File: src/fcm_pkg.sv
// Shared constants and types for the flash configuration master.
// Assumes a single 100 MHz system clock; all pin inputs are synchronous to it.
package fcm_pkg;

    // System clock period
    localparam int CLK_PERIOD_NS        = 10;
    // Internal oscillator config_clock limits: 40 MHz max, 20 MHz min
    localparam int CFG_CLK_MIN_PER_NS   = 25;
    localparam int CFG_CLK_MAX_PER_NS   = 50;
    // Half period in system cycles; rounded up so the 40 MHz ceiling holds
    localparam int CFG_HALF_CYC_INT     = (CFG_CLK_MIN_PER_NS + 2 * CLK_PERIOD_NS - 1) / (2 * CLK_PERIOD_NS);
    localparam logic [3:0] CFG_HALF_CYC = 4'(CFG_HALF_CYC_INT);

    // Serial read header: 8-bit command then 24-bit address
    localparam int CMD_W                = 8;
    localparam int ADDR_W               = 24;
    localparam int CMD_BITS             = CMD_W + ADDR_W;
    localparam logic [5:0] CMD_BITS_V   = 6'(CMD_BITS);

    // Configuration word and default image size
    localparam int WORD_W               = 16;
    localparam int IMAGE_BITS           = 9_600_000;
    localparam int IMAGE_WORDS_DEF      = IMAGE_BITS / WORD_W;

    // Word buffer depth
    localparam int BUF_DEPTH            = 2;

    typedef enum logic [1:0] {
        FCM_IDLE,
        FCM_CMD,
        FCM_DATA,
        FCM_DONE
    } fcm_state_e;

endpackage : fcm_pkg

File: src/fcm_flash_config_master.sv
// Configuration master that streams an image out of an external flash.
// Assumes inputs synchronous to clk_i and pads resolved outside from the oe outputs.
//
// Functional notes
// While configuring, flash_select_n is driven low to enable the serial flash.
// Read command and address bits leave serially on command_out, shifted by config_clock.
// The flash returns image bits serially on config_data_in.
// At completion config_clock, flash_select_n and command_out are released high-impedance, read high.
// From the internal oscillator config_clock runs between 20 MHz and 40 MHz; here 25 MHz, and stalls on a full word buffer stretch it below 20 MHz.
// An option selects user_clock_input instead of the oscillator as config_clock source.
// In active_parallel_mode config_clock always comes from the internal oscillator.
// In active_parallel_mode one 16-bit word is taken from the flash per config_clock cycle.
// Reading continues after one command until the whole image is received, then the flash is released.
`timescale 1ns/1ns
module fcm_flash_config_master
    import fcm_pkg::*;
#(
    parameter int               IMAGE_WORDS = IMAGE_WORDS_DEF,
    parameter logic [CMD_W-1:0] READ_CMD    = 8'h03,
    parameter logic [ADDR_W-1:0] START_ADDR = 24'h00_0000
) (
    // Clock and reset
    input  wire logic              clk_i,
    input  wire logic              rst_n_i,
    // Control
    input  wire logic              start_i,
    input  wire logic              parallel_mode_i,
    input  wire logic              use_user_clock_i,
    output logic                   busy_o,
    output logic                   done_o,
    // Flash pins
    input  wire logic              user_clock_input_i,
    input  wire logic              config_data_in_i,
    input  wire logic [WORD_W-1:0] parallel_config_data_i,
    output logic                   config_clock_o,
    output logic                   config_clock_oe_o,
    output logic                   flash_select_n_o,
    output logic                   flash_select_n_oe_o,
    output logic                   command_out_o,
    output logic                   command_out_oe_o,
    // Image word stream
    output logic                   word_valid_o,
    output logic [WORD_W-1:0]      word_data_o,
    input  wire logic              word_ready_i
);
    localparam int CNT_W = $clog2(IMAGE_WORDS + 1);
    localparam logic [CNT_W-1:0] LAST_WORD = CNT_W'(IMAGE_WORDS - 1);

    typedef struct packed {
        fcm_state_e          st;
        logic [3:0]          div;
        logic                osc;
        logic                ucl;
        logic                src_q;
        logic                clk_lvl;
        logic                drv;
        logic                sel_n;
        logic                cmd_bit;
        logic [CMD_BITS-1:0] cmd_sr;
        logic [5:0]          bit_cnt;
        logic [WORD_W-1:0]   shin;
        logic [3:0]          nbit;
        logic [CNT_W-1:0]    word_cnt;
        logic                push;
        logic [WORD_W-1:0]   push_data;
        logic                par;
        logic                user_src;
        logic                busy;
        logic                done;
    } fcm_master_s;

    fcm_master_s r;
    fcm_master_s next_r;
    logic        src;
    logic        rise;
    logic        fall;
    logic        stall;
    logic        buf_ready;
    logic [WORD_W-1:0] word;

    always_comb begin
        next_r      = r;
        next_r.push = 1'b0;
        next_r.ucl  = user_clock_input_i;
        word        = '0;
        // Free-running oscillator, kept alive so restarts need no warm-up
        if (r.div == CFG_HALF_CYC - 4'h1) begin
            next_r.div = 4'h0;
            next_r.osc = ~r.osc;
        end else begin
            next_r.div = r.div + 4'h1;
        end
        src          = r.user_src ? r.ucl : r.osc;
        next_r.src_q = src;
        rise         = src && !r.src_q;
        fall         = !src && r.src_q;
        // Pending push is counted too, so the buffer can never be overrun
        stall        = !buf_ready || r.push;

        if (start_i && (r.st == FCM_IDLE || r.st == FCM_DONE)) begin
            next_r.busy     = 1'b1;
            next_r.done     = 1'b0;
            next_r.sel_n    = 1'b0;
            next_r.drv      = 1'b1;
            next_r.clk_lvl  = 1'b0;
            next_r.par      = parallel_mode_i;
            next_r.user_src = use_user_clock_i && !parallel_mode_i;
            next_r.cmd_sr   = {READ_CMD, START_ADDR};
            next_r.cmd_bit  = READ_CMD[CMD_W-1];
            next_r.bit_cnt  = 6'h00;
            next_r.nbit     = 4'h0;
            next_r.word_cnt = '0;
            next_r.st       = parallel_mode_i ? FCM_DATA : FCM_CMD;
        end else begin
            case (r.st)
                FCM_CMD: begin
                    if (rise) begin
                        next_r.clk_lvl = 1'b1;
                        next_r.bit_cnt = r.bit_cnt + 6'h01;
                    end else if (fall && r.clk_lvl) begin
                        // A fall before the first rise would shift out a header bit unseen
                        // Bits change on the falling edge, flash samples on the rising one
                        next_r.clk_lvl = 1'b0;
                        next_r.cmd_sr  = {r.cmd_sr[CMD_BITS-2:0], 1'b0};
                        next_r.cmd_bit = r.cmd_sr[CMD_BITS-2];
                        if (r.bit_cnt == CMD_BITS_V) begin
                            next_r.st = FCM_DATA;
                        end
                    end
                end
                FCM_DATA: begin
                    if (fall) begin
                        next_r.clk_lvl = 1'b0;
                    end else if (rise && !stall) begin
                        // A stalled rise simply stretches config_clock low
                        next_r.clk_lvl = 1'b1;
                        word           = {r.shin[WORD_W-2:0], config_data_in_i};
                        if (r.par) begin
                            next_r.push = 1'b1;
                            next_r.push_data = parallel_config_data_i;
                        end else begin
                            next_r.shin = word;
                            next_r.nbit = r.nbit + 4'h1;
                            next_r.push = (r.nbit == 4'(WORD_W - 1));
                            next_r.push_data = word;
                        end
                        if (next_r.push) begin
                            next_r.word_cnt = r.word_cnt + CNT_W'(1);
                            if (r.word_cnt == LAST_WORD) begin
                                next_r.st      = FCM_DONE;
                                next_r.drv     = 1'b0;
                                next_r.sel_n   = 1'b1;
                                next_r.clk_lvl = 1'b1;
                                next_r.cmd_bit = 1'b1;
                                next_r.busy    = 1'b0;
                                next_r.done    = 1'b1;
                            end
                        end
                    end
                end
                FCM_IDLE, FCM_DONE: begin
                    next_r.st = r.st;
                end
                default: begin
                    next_r.st = FCM_IDLE;
                end
            endcase
        end
    end

    always_ff @(posedge clk_i) begin
        if (!rst_n_i) begin
            r         <= '0;
            r.st      <= FCM_IDLE;
            r.sel_n   <= 1'b1;
            r.clk_lvl <= 1'b1;
            r.cmd_bit <= 1'b1;
        end else begin
            r <= next_r;
        end
    end

    fcm_pair_buf #(
        .W     (WORD_W),
        .DEPTH (BUF_DEPTH)
    ) u_buf (
        .clk_i       (clk_i),
        .rst_n_i     (rst_n_i),
        .in_valid_i  (r.push),
        .in_data_i   (r.push_data),
        .in_ready_o  (buf_ready),
        .out_valid_o (word_valid_o),
        .out_data_o  (word_data_o),
        .out_ready_i (word_ready_i)
    );

    assign busy_o              = r.busy;
    assign done_o              = r.done;
    assign config_clock_o      = r.clk_lvl;
    assign config_clock_oe_o   = r.drv;
    assign flash_select_n_o    = r.sel_n;
    assign flash_select_n_oe_o = r.drv;
    assign command_out_o       = r.cmd_bit;
    assign command_out_oe_o    = r.drv;
endmodule : fcm_flash_config_master

File: src/fcm_pair_buf.sv
// Small valid/ready buffer between the flash reader and the word consumer.
// Assumes one clock, synchronous active-low reset; output stage is entry 0.
`timescale 1ns/1ns
module fcm_pair_buf
    import fcm_pkg::*;
#(
    parameter int W     = WORD_W,
    parameter int DEPTH = BUF_DEPTH
) (
    // Clock and reset
    input  wire logic         clk_i,
    input  wire logic         rst_n_i,
    // Fill side
    input  wire logic         in_valid_i,
    input  wire logic [W-1:0] in_data_i,
    output logic              in_ready_o,
    // Drain side
    output logic              out_valid_o,
    output logic [W-1:0]      out_data_o,
    input  wire logic         out_ready_i
);
    localparam int CW = $clog2(DEPTH + 1);

    typedef struct packed {
        logic [DEPTH-1:0][W-1:0] mem;
        logic [CW-1:0]           cnt;
        logic                    vld;
    } fcm_buf_s;

    fcm_buf_s r;
    fcm_buf_s next_r;
    logic     pop;
    logic     push;
    logic [CW-1:0] idx;

    always_comb begin
        next_r = r;
        pop    = out_ready_i && r.vld;
        push   = in_valid_i && (r.cnt != CW'(DEPTH));
        idx    = r.cnt - CW'(pop);
        if (pop) begin
            // Shift so the head always sits in a flip-flop at index 0
            for (int i = 0; i < DEPTH - 1; i++) begin
                next_r.mem[i] = r.mem[i + 1];
            end
        end
        if (push) begin
            next_r.mem[idx] = in_data_i;
        end
        next_r.cnt = r.cnt + CW'(push) - CW'(pop);
        next_r.vld = (next_r.cnt != '0);
    end

    always_ff @(posedge clk_i) begin
        if (!rst_n_i) begin
            r <= '0;
        end else begin
            r <= next_r;
        end
    end

    assign in_ready_o  = (r.cnt != CW'(DEPTH));
    assign out_valid_o = r.vld;
    assign out_data_o  = r.mem[0];

endmodule : fcm_pair_buf

File: config.mk
export PLATFORM = sky130hd
export DESIGN_NAME = fcm_flash_config_master
export DESIGN_NICKNAME = d
export VERILOG_FILES = /design/src/fcm_pkg.sv /design/src/fcm_flash_config_master.sv /design/src/fcm_pair_buf.sv
export SDC_FILE = /design/constraint.sdc
export NUM_CORES = 1
export LEC_CHECK = 0
export BUFFER_PORTS_ARGS = -buffer_cell sky130_fd_sc_hd__buf_2
export CORE_AREA = 3 3 172 107
export CTS_CLUSTER_SIZE = 12
export DETAILED_ROUTE_END_ITERATION = 10
export DIE_AREA = 0 0 175 110
export PLACE_DENSITY = 0.49
export SLEW_MARGIN = 5
export SYNTH_ARGS = -nofsm -noshare
export SYNTH_HDL_FRONTEND = slang
export SYNTH_SLANG_ARGS = --single-unit
File: constraint.sdc
create_clock -name clk_i -period 2.8 [get_ports clk_i]
set_input_delay 0.42 -clock clk_i [delete_from_list [all_inputs] [get_ports clk_i]]
set_output_delay 0.42 -clock clk_i [all_outputs]
set_load 0.02 [all_outputs]
==> flow_metrics.env, run 1 <==
export IMPL_post_cts_buffers=0
export IMPL_clk_path_buf_depth=2
export IMPL_synth_xor_area_share_pct=2.85
export IMPL_grt_max_degree=52
export IMPL_max_slew_worst_pin_slew_ns=0.787
export IMPL_critPathKind="flop to flop"
export IMPL_use_met2_pct=19.3
export IMPL_drt_pre_antenna_iters=4
export IMPL_synth_most_common_cell="dfxtp_1"
export IMPL_htreeDepth=4
export IMPL_drc=0
export IMPL_diodes=0
export IMPL_path_clk_slew_ns=0.05
export IMPL_worstRegToRegCells=5
export IMPL_yosysSeqAreaShare_pct=46.0
export IMPL_largest_reg_flops=80
export IMPL_async_flop_share_pct=0
export IMPL_pin_count=49
export IMPL_grtUsageMet1_pct=19.6
export IMPL_track_usage_pct=13.3
export IMPL_path_max_fanout=13
export IMPL_clock_sinks=120
export IMPL_rrSetupSlack_ns=0.34
export IMPL_hold_viol_final=0
export IMPL_leakage_uw=0.00220
export IMPL_synthTopCellsByCount="dfxtp_1 (120), nor2_1 (90), nand2_1 (59)"
export IMPL_required_ns=3.13
export IMPL_maxCapViolations=0
export IMPL_drive_above_1_share_pct=16.5
export IMPL_worstSetupEndpointType="flop"
export IMPL_power_density_nw_per_um2=814
export IMPL_regMostFlops="r"
export IMPL_wire_per_inst_um=14.4
export IMPL_numCtsBuffers=17
export IMPL_rsz0062_at_grt="false"
export IMPL_synth_top_area_share_pct=46.0
export IMPL_ir_drop_mv=0.410
export IMPL_synth_compound_area_share_pct=11.1
export IMPL_dp_slack_ns=0.361
export IMPL_synth_simple_gate_area_share_pct=21.2
export IMPL_synth_top_cell_by_area="dfxtp_1"
export IMPL_cts_resized=0
export IMPL_gp_congestion=0.758
export IMPL_die_x_um=175
export IMPL_synth_edf_count=0
export IMPL_tns_ns=0
export IMPL_max_slew_margin_pct=47.0
export IMPL_synth_seq_cells=120
export IMPL_drv_slew=0
export IMPL_fill_cells=1700
export IMPL_place_hpwl_mm=8.65
export IMPL_clockRootBuffer="clkbuf_16"
export IMPL_cp_arrival_ns=2.79
export IMPL_period_share_pct=88.0
export IMPL_r2r_start="u_buf.r[2]$_SDFF_PN0_"
export IMPL_ctsHoldBuffers=0
export IMPL_period_needed_ns=2.46
export IMPL_route_final_wire_length_mm=12.4
export IMPL_setup_viol=0
export IMPL_via_per_inst=4.83
export IMPL_dieArea_um2=19300
export IMPL_grt_pass1_vias=3953
export IMPL_grt_pass1_wl_mm=20.1
export IMPL_cp_start_kind="flop"
export IMPL_rows=37
export IMPL_nNetsFinal=645
export IMPL_syn_area_um2=5220
export IMPL_synthesis_nets=616
export IMPL_clk_latency_ns=0.41
export IMPL_drt_iter0_markers=279
export IMPL_ant_nets=0
export IMPL_synthMuxAreaShare_pct=10.4
export IMPL_status="finished clean"
export IMPL_fin_ws_ns=0.335
export IMPL_synth_area_leaders="dfxtp_1 (46%), mux2i_1 (10%), nor2_1 (6.5%)"
export IMPL_holdCritStartpoint="user_clock_input_i"
export IMPL_synthDistinctLibCells=47
export IMPL_port_buffers=48
export IMPL_hold_class="primary input to flop"
export IMPL_min_to="r[104]$_SDFF_PN0_"
export IMPL_synth_top_family_by_area="simple AND/OR/NAND/NOR gates"
export IMPL_syn_inst=582
export IMPL_min_path_cells=2
export IMPL_globalRouteOverflowTotal=0
export IMPL_num_vias=4146
export IMPL_synth_avg_cell_area_um2=8.98
export IMPL_synth_flop_cell="dfxtp_1"
export IMPL_die_h_um=110
export IMPL_use_met3_pct=2.81
export IMPL_coreArea_um2=16900
export IMPL_fin_skew_ns=0.0147
export IMPL_busiest_layer="met1"
export IMPL_synth_fa_ha_area_share_pct=2.40
export IMPL_fmax_ghz=0.406
export IMPL_start_util_pct=30.8
export IMPL_reg2reg_to="r[37]$_SDFFE_PP0P_"
export IMPL_yosysWarnings=0
export IMPL_antenna_found_initial=0
export IMPL_area_delta_synth_final_pct=19.2
export IMPL_cts_tree="done"
power breakdown:
group | internal [µW] | total [µW] | switching, µW
clock network | 1460 | 2280 | 824
registers | 1820 | 1910 | 92.7
logic | 314 | 879 | 565
kinds of logic (layout without fill, tap and decap cells):
| group | Yosys count | after routing |
|---|---|---|
| simple gates | 232 | 232 |
| flops | 120 | 120 |
| compound gates | 85 | 85 |
| buf+inv | 64 | 106 |
| mux | 54 | 54 |
| xor+xnor | 17 | 17 |
| fa+ha+maj | 10 | 10 |
cell usage in the layout (no fill, tap or decap), drive strengths merged, types with 13 or more instances in the layout:
cell,Yosys,layout
mux2i,52,52
a211oi,16,16
a311oi,16,16
nor2,90,90
inv,12,15
buf,23,61
nand3,22,22
nand2,59,59
a21oi,24,24
clkbuf,28,19
dfxtp,120,120
o21ai,13,13
critical path, cell delays in order (launching register included):
cell and delay, ns:
dfxtp_1 0.32, nor2b_1 0.17, or4_4 0.58, or4_1 0.71, or4_1 0.44, a21oi_1 0.16
final cells by class:
cell class / count / area, µm² / area share, %
Tap cell: 234 / 293 / 4.70
Clock inverter: 13 / 168 / 2.69
Sequential cell: 120 / 2400 / 38.6
Inverter: 13 / 48.8 / 0.784
Timing Repair Buffer: 61 / 350 / 5.63
Multi-Input combinational cell: 398 / 2510 / 40.3
Clock buffer: 19 / 453 / 7.28
metrics by stage:
step                utilization (%)  area, µm²  hold slack, ns  power [µW]  cells
floorplan                         -       5230           0.433        2560    582
global placement               33.1       5600           0.442        2810    826
detailed placement             33.1       5600           0.449        2830    826
CTS                            36.7       6220           0.230        5130    858
global route                   36.7       6220           0.233        5310    858
finish                         36.7       6220           0.239        5070    858
how the worst max path moves through the flow:
stage                                 start                  endpoint  depth (start not counted)
5_1_grt               u_buf.r[2]$_SDFF_PN0_        r[37]$_SDFFE_PP0P_                          5
4_1_cts               u_buf.r[2]$_SDFF_PN0_        r[37]$_SDFFE_PP0P_                          5
3_5_place_dp          u_buf.r[2]$_SDFF_PN0_        r[35]$_SDFFE_PP0P_                          5
3_3_place_gp          u_buf.r[2]$_SDFF_PN0_        r[37]$_SDFFE_PP0P_                          5
6_report              u_buf.r[2]$_SDFF_PN0_        r[37]$_SDFFE_PP0P_                          5
2_1_floorplan  u_buf.out_valid_o$_SDFF_PN0_  u_buf.r[25]$_SDFFE_PN0P_                          8
per-layer routing:
metal  wire, µm  vias up
met2       5120       72
li1           -     2099
met1       6630     1962
met5          0        -
met3        470       13
met4        129        0
(Power assumes the default switching activity.)
==> run 2, diff against run 1 <==
--- a/config.mk
+++ b/config.mk
@@ -5,7 +5,7 @@
 export SDC_FILE = /design/constraint.sdc
 export NUM_CORES = 1
 export LEC_CHECK = 0
-export BUFFER_PORTS_ARGS = -buffer_cell sky130_fd_sc_hd__buf_2
+export BUFFER_PORTS_ARGS = -buffer_cell sky130_fd_sc_hd__buf_4
 export CORE_AREA = 3 3 172 107
 export CTS_CLUSTER_SIZE = 12
 export DETAILED_ROUTE_END_ITERATION = 10
@@ -15,3 +15,4 @@
 export SYNTH_ARGS = -nofsm -noshare
 export SYNTH_HDL_FRONTEND = slang
 export SYNTH_SLANG_ARGS = --single-unit
+export TNS_END_PERCENT = 10
==> flow_metrics.env, run 2 (same netlist as run 1, synthesis figures left out) <==
export IMPL_cp_start_kind="flop"
export IMPL_place_hpwl_mm=8.74
export IMPL_max_slew_worst_pin_slew_ns=0.757
export IMPL_drc=0
export IMPL_post_cts_buffers=0
export IMPL_numCtsBuffers=17
export IMPL_wire_per_inst_um=14.3
export IMPL_port_buffers=48
export IMPL_max_stage_delay_ns=0.72
export IMPL_antenna_found_initial=0
export IMPL_via_per_inst=4.73
export IMPL_setup_viol=0
export IMPL_hold_class="primary input to flop"
export IMPL_fin_skew_ns=0.0145
export IMPL_max_slew_margin_pct=49.3
export IMPL_clk_path_buf_depth=2
export IMPL_nNetsFinal=647
export IMPL_worstSetupEndpointType="flop"
export IMPL_grt_pass1_vias=3965
export IMPL_drt_iter0_markers=226
export IMPL_drv_slew=0
export IMPL_hold_viol_final=0
export IMPL_globalRouteOverflowTotal=0
export IMPL_ctsHoldBuffers=0
export IMPL_critPathKind="flop to flop"
export IMPL_htreeDepth=4
export IMPL_track_usage_pct=13.3
export IMPL_path_max_fanout=13
export IMPL_maxCapViolations=0
export IMPL_ir_drop_mv=0.462
export IMPL_gp_congestion=0.735
export IMPL_diodes=0
export IMPL_regMostFlops="r"
export IMPL_cp_arrival_ns=2.81
export IMPL_period_share_pct=88.3
export IMPL_layout_common_cells="dfxtp_1 (120), nor2_1 (89), buf_4 (62)"
export IMPL_dieArea_um2=19300
export IMPL_clockRootBuffer="clkbuf_16"
export IMPL_tns_ns=0
export IMPL_required_ns=3.14
export IMPL_cts_tree="done"
export IMPL_die_x_um=175
export IMPL_path_clk_slew_ns=0.06
export IMPL_pin_count=49
export IMPL_num_vias=4071
export IMPL_drive_above_1_share_pct=16.8
export IMPL_period_needed_ns=2.47
export IMPL_rsz0062_at_grt="false"
export IMPL_cts_resized=0
export IMPL_clk_latency_ns=0.41
export IMPL_final_common_cell="dfxtp_1"
export IMPL_coreArea_um2=16900
export IMPL_grt_pass1_wl_mm=20.2
export IMPL_leakage_uw=0.00222
export IMPL_fin_util_pct=37.4
export IMPL_area_delta_synth_final_pct=21.3
export IMPL_start_util_pct=30.8
export IMPL_grt_max_degree=52
export IMPL_crit_chain="nor2b_1, or4_4, or4_1, or4_1, a21oi_1"
export IMPL_largest_reg_flops=80
export IMPL_slowest_stage="or4_1"
export IMPL_crit_top_cell="or4_1"
export IMPL_die_h_um=110
export IMPL_fmax_ghz=0.404
export IMPL_rows=37
export IMPL_clock_sinks=120
export IMPL_drt_pre_antenna_iters=4
export IMPL_route_final_wire_length_mm=12.3
export IMPL_status="finished clean"
export IMPL_power_density_nw_per_um2=789
export IMPL_ant_nets=0
[run 2: changes by cell type in the layout (fill, tap and decap cells not counted), sizes merged]
cell,change
inv,-1
bufinv,-1
clkinv,+1
clkinvlp,+1
buf,+2
[run 2: routing by layer]
layer / global-route usage, % / part of all wire (%)
met2: 19.6 / 41
met3: 2.98 / 3.1
met5: 0 / 0
met1: 19.2 / 55
met4: 4.15 / 0.49
[run 2: final cells by class]
class | count | area [µm²]
Tap cell | 234 | 293
Clock buffer | 19 | 453
Multi-Input combinational cell | 398 | 2510
Clock inverter | 13 | 145
Timing Repair Buffer | 63 | 485
Inverter | 13 | 48.8
Fill cell | 1734 | 10600
Sequential cell | 120 | 2400
[run 2: stage by stage]
step | area [µm²] | power, µW | worst slack, ns | instances | hold WS, ns
2_1_floorplan | 5230 | 2560 | 0.260 | 582 | 0.433
3_3_place_gp | 5740 | 2850 | 0.405 | 828 | 0.442
3_5_place_dp | 5740 | 2870 | 0.348 | 828 | 0.452
4_1_cts | 6340 | 5060 | 0.331 | 860 | 0.226
5_1_grt | 6340 | 5250 | 0.251 | 860 | 0.228
6_report | 6340 | 5000 | 0.328 | 860 | 0.236
[run 2: final timing paths]
path	startpoint	to	slack, ns	depth (start not counted)
setup reg to reg	u_buf.r[2]$_SDFF_PN0_	r[35]$_SDFFE_PP0P_	0.33	5
setup / recovery	u_buf.r[2]$_SDFF_PN0_	r[35]$_SDFFE_PP0P_	0.33	5
hold reg to reg	r[94]$_SDFFE_PP0P_	r[94]$_SDFFE_PP0P_	0.46	2
hold / removal	user_clock_input_i	r[104]$_SDFF_PN0_	0.24	2
[run 2: power by group]
group          switching [µW]  total, µW  leakage [µW]  internal [µW]
sequential               94.1       1910      0.000970           1820
combinational             557        912      0.000964            355
clock                     817       2180      0.000286           1360
total                    1470       5000       0.00222           3530
[run 2: critical path: cells and delay by family (launching register included)]
family	cells	cell delay, ns
simple gates	4	1.93
flops	1	0.32
compound gates	1	0.16
==> run 3, diff against run 2 <==
--- a/config.mk
+++ b/config.mk
@@ -5,11 +5,12 @@
 export SDC_FILE = /design/constraint.sdc
 export NUM_CORES = 1
 export LEC_CHECK = 0
+export ABC_AREA = 1
 export BUFFER_PORTS_ARGS = -buffer_cell sky130_fd_sc_hd__buf_4
-export CORE_AREA = 3 3 172 107
+export CORE_AREA = 3 3 177 110
 export CTS_CLUSTER_SIZE = 12
 export DETAILED_ROUTE_END_ITERATION = 10
-export DIE_AREA = 0 0 175 110
+export DIE_AREA = 0 0 180 113
 export PLACE_DENSITY = 0.49
 export SLEW_MARGIN = 5
 export SYNTH_ARGS = -nofsm -noshare
==> flow_metrics.env, run 3 <==
export IMPL_status="finished clean"
export IMPL_whs_ns=0.193
export IMPL_dpl_cell_count=999
export IMPL_worst_path_buf_inv=4
export IMPL_layout_cells_non_filler=1031
export IMPL_synth_top_cell_by_area="dfxtp_1"
export IMPL_synthDistinctLibCells=39
export IMPL_start_util_pct=30.7
export IMPL_rsz0062_at_grt="false"
export IMPL_synth_top_family_by_area="simple AND/OR/NAND/NOR gates"
export IMPL_layout_common_cells="nand2_1 (144), dfxtp_1 (120), inv_1 (90)"
export IMPL_power_density_nw_per_um2=746
export IMPL_yosysWarnings=0
export IMPL_port_buffers=48
export IMPL_synthTopCellsByCount="nand2_1 (144), dfxtp_1 (120), inv_1 (90)"
export IMPL_slowest_stage="dfxtp_1"
export IMPL_area_delta_synth_final_pct=19.2
export IMPL_tns_ns=0
export IMPL_wire_per_inst_um=13.0
export IMPL_clock_sinks=120
export IMPL_min_path_cells=3
export IMPL_rrSetupSlack_ns=0.45
export IMPL_combinationalPowerShare_pct=17.1
export IMPL_crit_chain="inv_1, ha_1, nand2_4, inv_4, nor2_8, nand2_4, nor2_8, inv_4, nor2_8, buf_4, nand2_1, a31oi_1"
export IMPL_htreeDepth=4
export IMPL_period_share_pct=83.9
export IMPL_hold_viol_final=0
export IMPL_synth_compound_area_share_pct=17.2
export IMPL_regMostFlops="r"
export IMPL_critPathKind="flop to flop"
export IMPL_use_met3_pct=3.12
export IMPL_route_final_wire_length_mm=13.4
export IMPL_synthMuxAreaShare_pct=0
export IMPL_multi_input_area_um2=2470
export IMPL_via_per_inst=4.49
export IMPL_drive_above_1_share_pct=14.9
export IMPL_diodes=0
export IMPL_synth_top_area_share_pct=43.6
export IMPL_cp_start_kind="flop"
export IMPL_rows=38
export IMPL_power_frac_seq_pct=37.9
export IMPL_max_slew_worst_pin_slew_ns=0.487
export IMPL_clk_path_buf_depth=2
export IMPL_drv_slew=0
export IMPL_period_needed_ns=2.35
export IMPL_worstRegToRegCells=12
export IMPL_fin_skew_ns=0.0140
export IMPL_pin_count=49
export IMPL_p_total_uw=4890
export IMPL_grt_max_degree=43
export IMPL_syn_inst=749
export IMPL_required_ns=3.13
export IMPL_critical_path_top_delay_family="simple AND/OR/NAND/NOR gates"
export IMPL_max_slew_margin_pct=67.5
export IMPL_maxCapViolations=0
export IMPL_reg2reg_to="r[6]$_SDFFE_PN0P_"
export IMPL_cp_arrival_ns=2.68
export IMPL_ctsHoldBuffers=0
export IMPL_path_max_fanout=17
export IMPL_drc=0
export IMPL_synth_edf_count=0
export IMPL_synth_xor_area_share_pct=1.11
export IMPL_grt_pass1_wl_mm=22.4
export IMPL_hold_class="primary input to flop"
export IMPL_post_cts_buffers=0
export IMPL_die_x_um=180
export IMPL_largest_reg_flops=80
export IMPL_r2r_start="r[110]$_SDFFE_PN0P_"
export IMPL_antenna_found_initial=0
export IMPL_fmax_ghz=0.426
export IMPL_ir_drop_mv=0.413
export IMPL_crit_top_cell="nor2_8"
export IMPL_p_switching_uw=1490
export IMPL_die_h_um=113
export IMPL_cts_tree="done"
export IMPL_clockRootBuffer="clkbuf_16"
export IMPL_seqCellArea_um2=2400
export IMPL_setup_viol=0
export IMPL_globalRouteOverflowTotal=0
export IMPL_p_int_uw=3400
export IMPL_yosysSeqAreaShare_pct=43.6
export IMPL_synth_most_common_cell="nand2_1"
export IMPL_synth_area_leaders="dfxtp_1 (44%), nand2_1 (9.8%), a21oi_1 (7.3%)"
export IMPL_synthesis_nets=783
export IMPL_dieArea_um2=20300
export IMPL_ant_nets=0
export IMPL_nNetsFinal=812
export IMPL_leakage_uw=0.00246
export IMPL_clkPwrFrac_pct=44.9
export IMPL_use_met2_pct=17.4
export IMPL_fill_cells=1858
export IMPL_synth_seq_cells=120
export IMPL_place_hpwl_mm=9.42
export IMPL_cts_resized=0
export IMPL_synth_flop_cell="dfxtp_1"
export IMPL_path_clk_slew_ns=0.07
export IMPL_drt_pre_antenna_iters=5
export IMPL_final_common_cell="nand2_1"
export IMPL_busiest_layer="met1"
export IMPL_async_flop_share_pct=0
export IMPL_holdCritStartpoint="user_clock_input_i"
export IMPL_synth_simple_gate_area_share_pct=24.1
export IMPL_drt_iter0_markers=409
export IMPL_grt_pass1_vias=4241
export IMPL_coreArea_um2=17900
export IMPL_max_stage_delay_ns=0.35
export IMPL_switching_share_pct=30.5
export IMPL_synth_fa_ha_area_share_pct=2.27
export IMPL_grtUsageMet1_pct=21.6
export IMPL_syn_area_um2=5510
export IMPL_min_to="r[104]$_SDFF_PN0_"
export IMPL_num_vias=4627
export IMPL_track_usage_pct=13.6
export IMPL_gp_congestion=0.802
export IMPL_clk_latency_ns=0.41
export IMPL_synth_avg_cell_area_um2=7.35
export IMPL_numCtsBuffers=17
export IMPL_worstSetupEndpointType="flop"
-- run 3: changes by cell type after synthesis, moves of 12 or more --
cell,before,now
mux2i_1,52,0
a211oi_1,16,4
nor2_1,90,60
inv_1,12,90
nand2_1,59,144
a21oi_1,24,80
a31oi_1,2,16
a311oi_1,16,0
o21ai_0,13,70
nand3_1,22,40
-- run 3: cells by family after synthesis --
family / after synthesis
adder cells (fa/ha/maj): 10
AO/OA/AOI/OAI: 179
AND/OR/NAND/NOR: 290
buffers and inverters: 143
XOR/XNOR: 7
flip-flops: 120
-- run 3: routing by layer --
metal | vias up | share of wire (%)
met3 | 11 | 4.7
li1 | 2487 | -
met4 | 0 | 0.99
met2 | 97 | 37
met5 | - | 0
met1 | 2032 | 57
-- run 3: how the worst max path moves through the flow --
stage                   startpoint                               to  slack (ns)  cells after the start
6_report       r[110]$_SDFFE_PN0P_                r[6]$_SDFFE_PN0P_        0.45                     12
5_1_grt        r[110]$_SDFFE_PN0P_                r[6]$_SDFFE_PN0P_        0.23                     12
4_1_cts        r[110]$_SDFFE_PN0P_               r[46]$_SDFFE_PN0P_        0.44                     12
3_5_place_dp   r[110]$_SDFFE_PN0P_               r[49]$_SDFFE_PN0P_        0.45                     12
3_3_place_gp   r[110]$_SDFFE_PN0P_               r[50]$_SDFFE_PN0P_        0.52                     12
2_1_floorplan         word_ready_i  u_buf.out_data_o[15]$_SDFF_PN0_        0.72                      9
-- run 3: power groups by stage --
stage	clock network, µW	logic (µW)	registers [µW]
6_report	2200	839	1860
5_1_grt	2330	949	1870
4_1_cts	2250	842	1860
3_5_place_dp	0	838	1890
3_3_place_gp	0	851	1890
2_1_floorplan	0	586	1910
-- run 3: final cells by class --
cell class | count | area share [%]
clock buffers | 18 | 6.54
clock inverters | 14 | 2.48
inverters | 95 | 5.51
multi-input cells | 486 | 37.6
flip-flops and latches | 120 | 36.6
well taps | 240 | 4.58
repair buffers | 58 | 6.64
-- run 3: worst min-delay path, stage by stage --
cell and delay [ns]:
buf_4 0.08, nand2_1 0.04, inv_1 0.04
-- run 3: stage by stage --
step           util, %  setup slack [ns]  instance area, µm²
3_3_place_gp      33.3             0.525                5970
3_5_place_dp      33.3             0.449                5970
5_1_grt           36.6             0.231                6560
4_1_cts           36.6             0.438                6560
6_report          36.6             0.452                6560
2_1_floorplan        -             0.718                5510
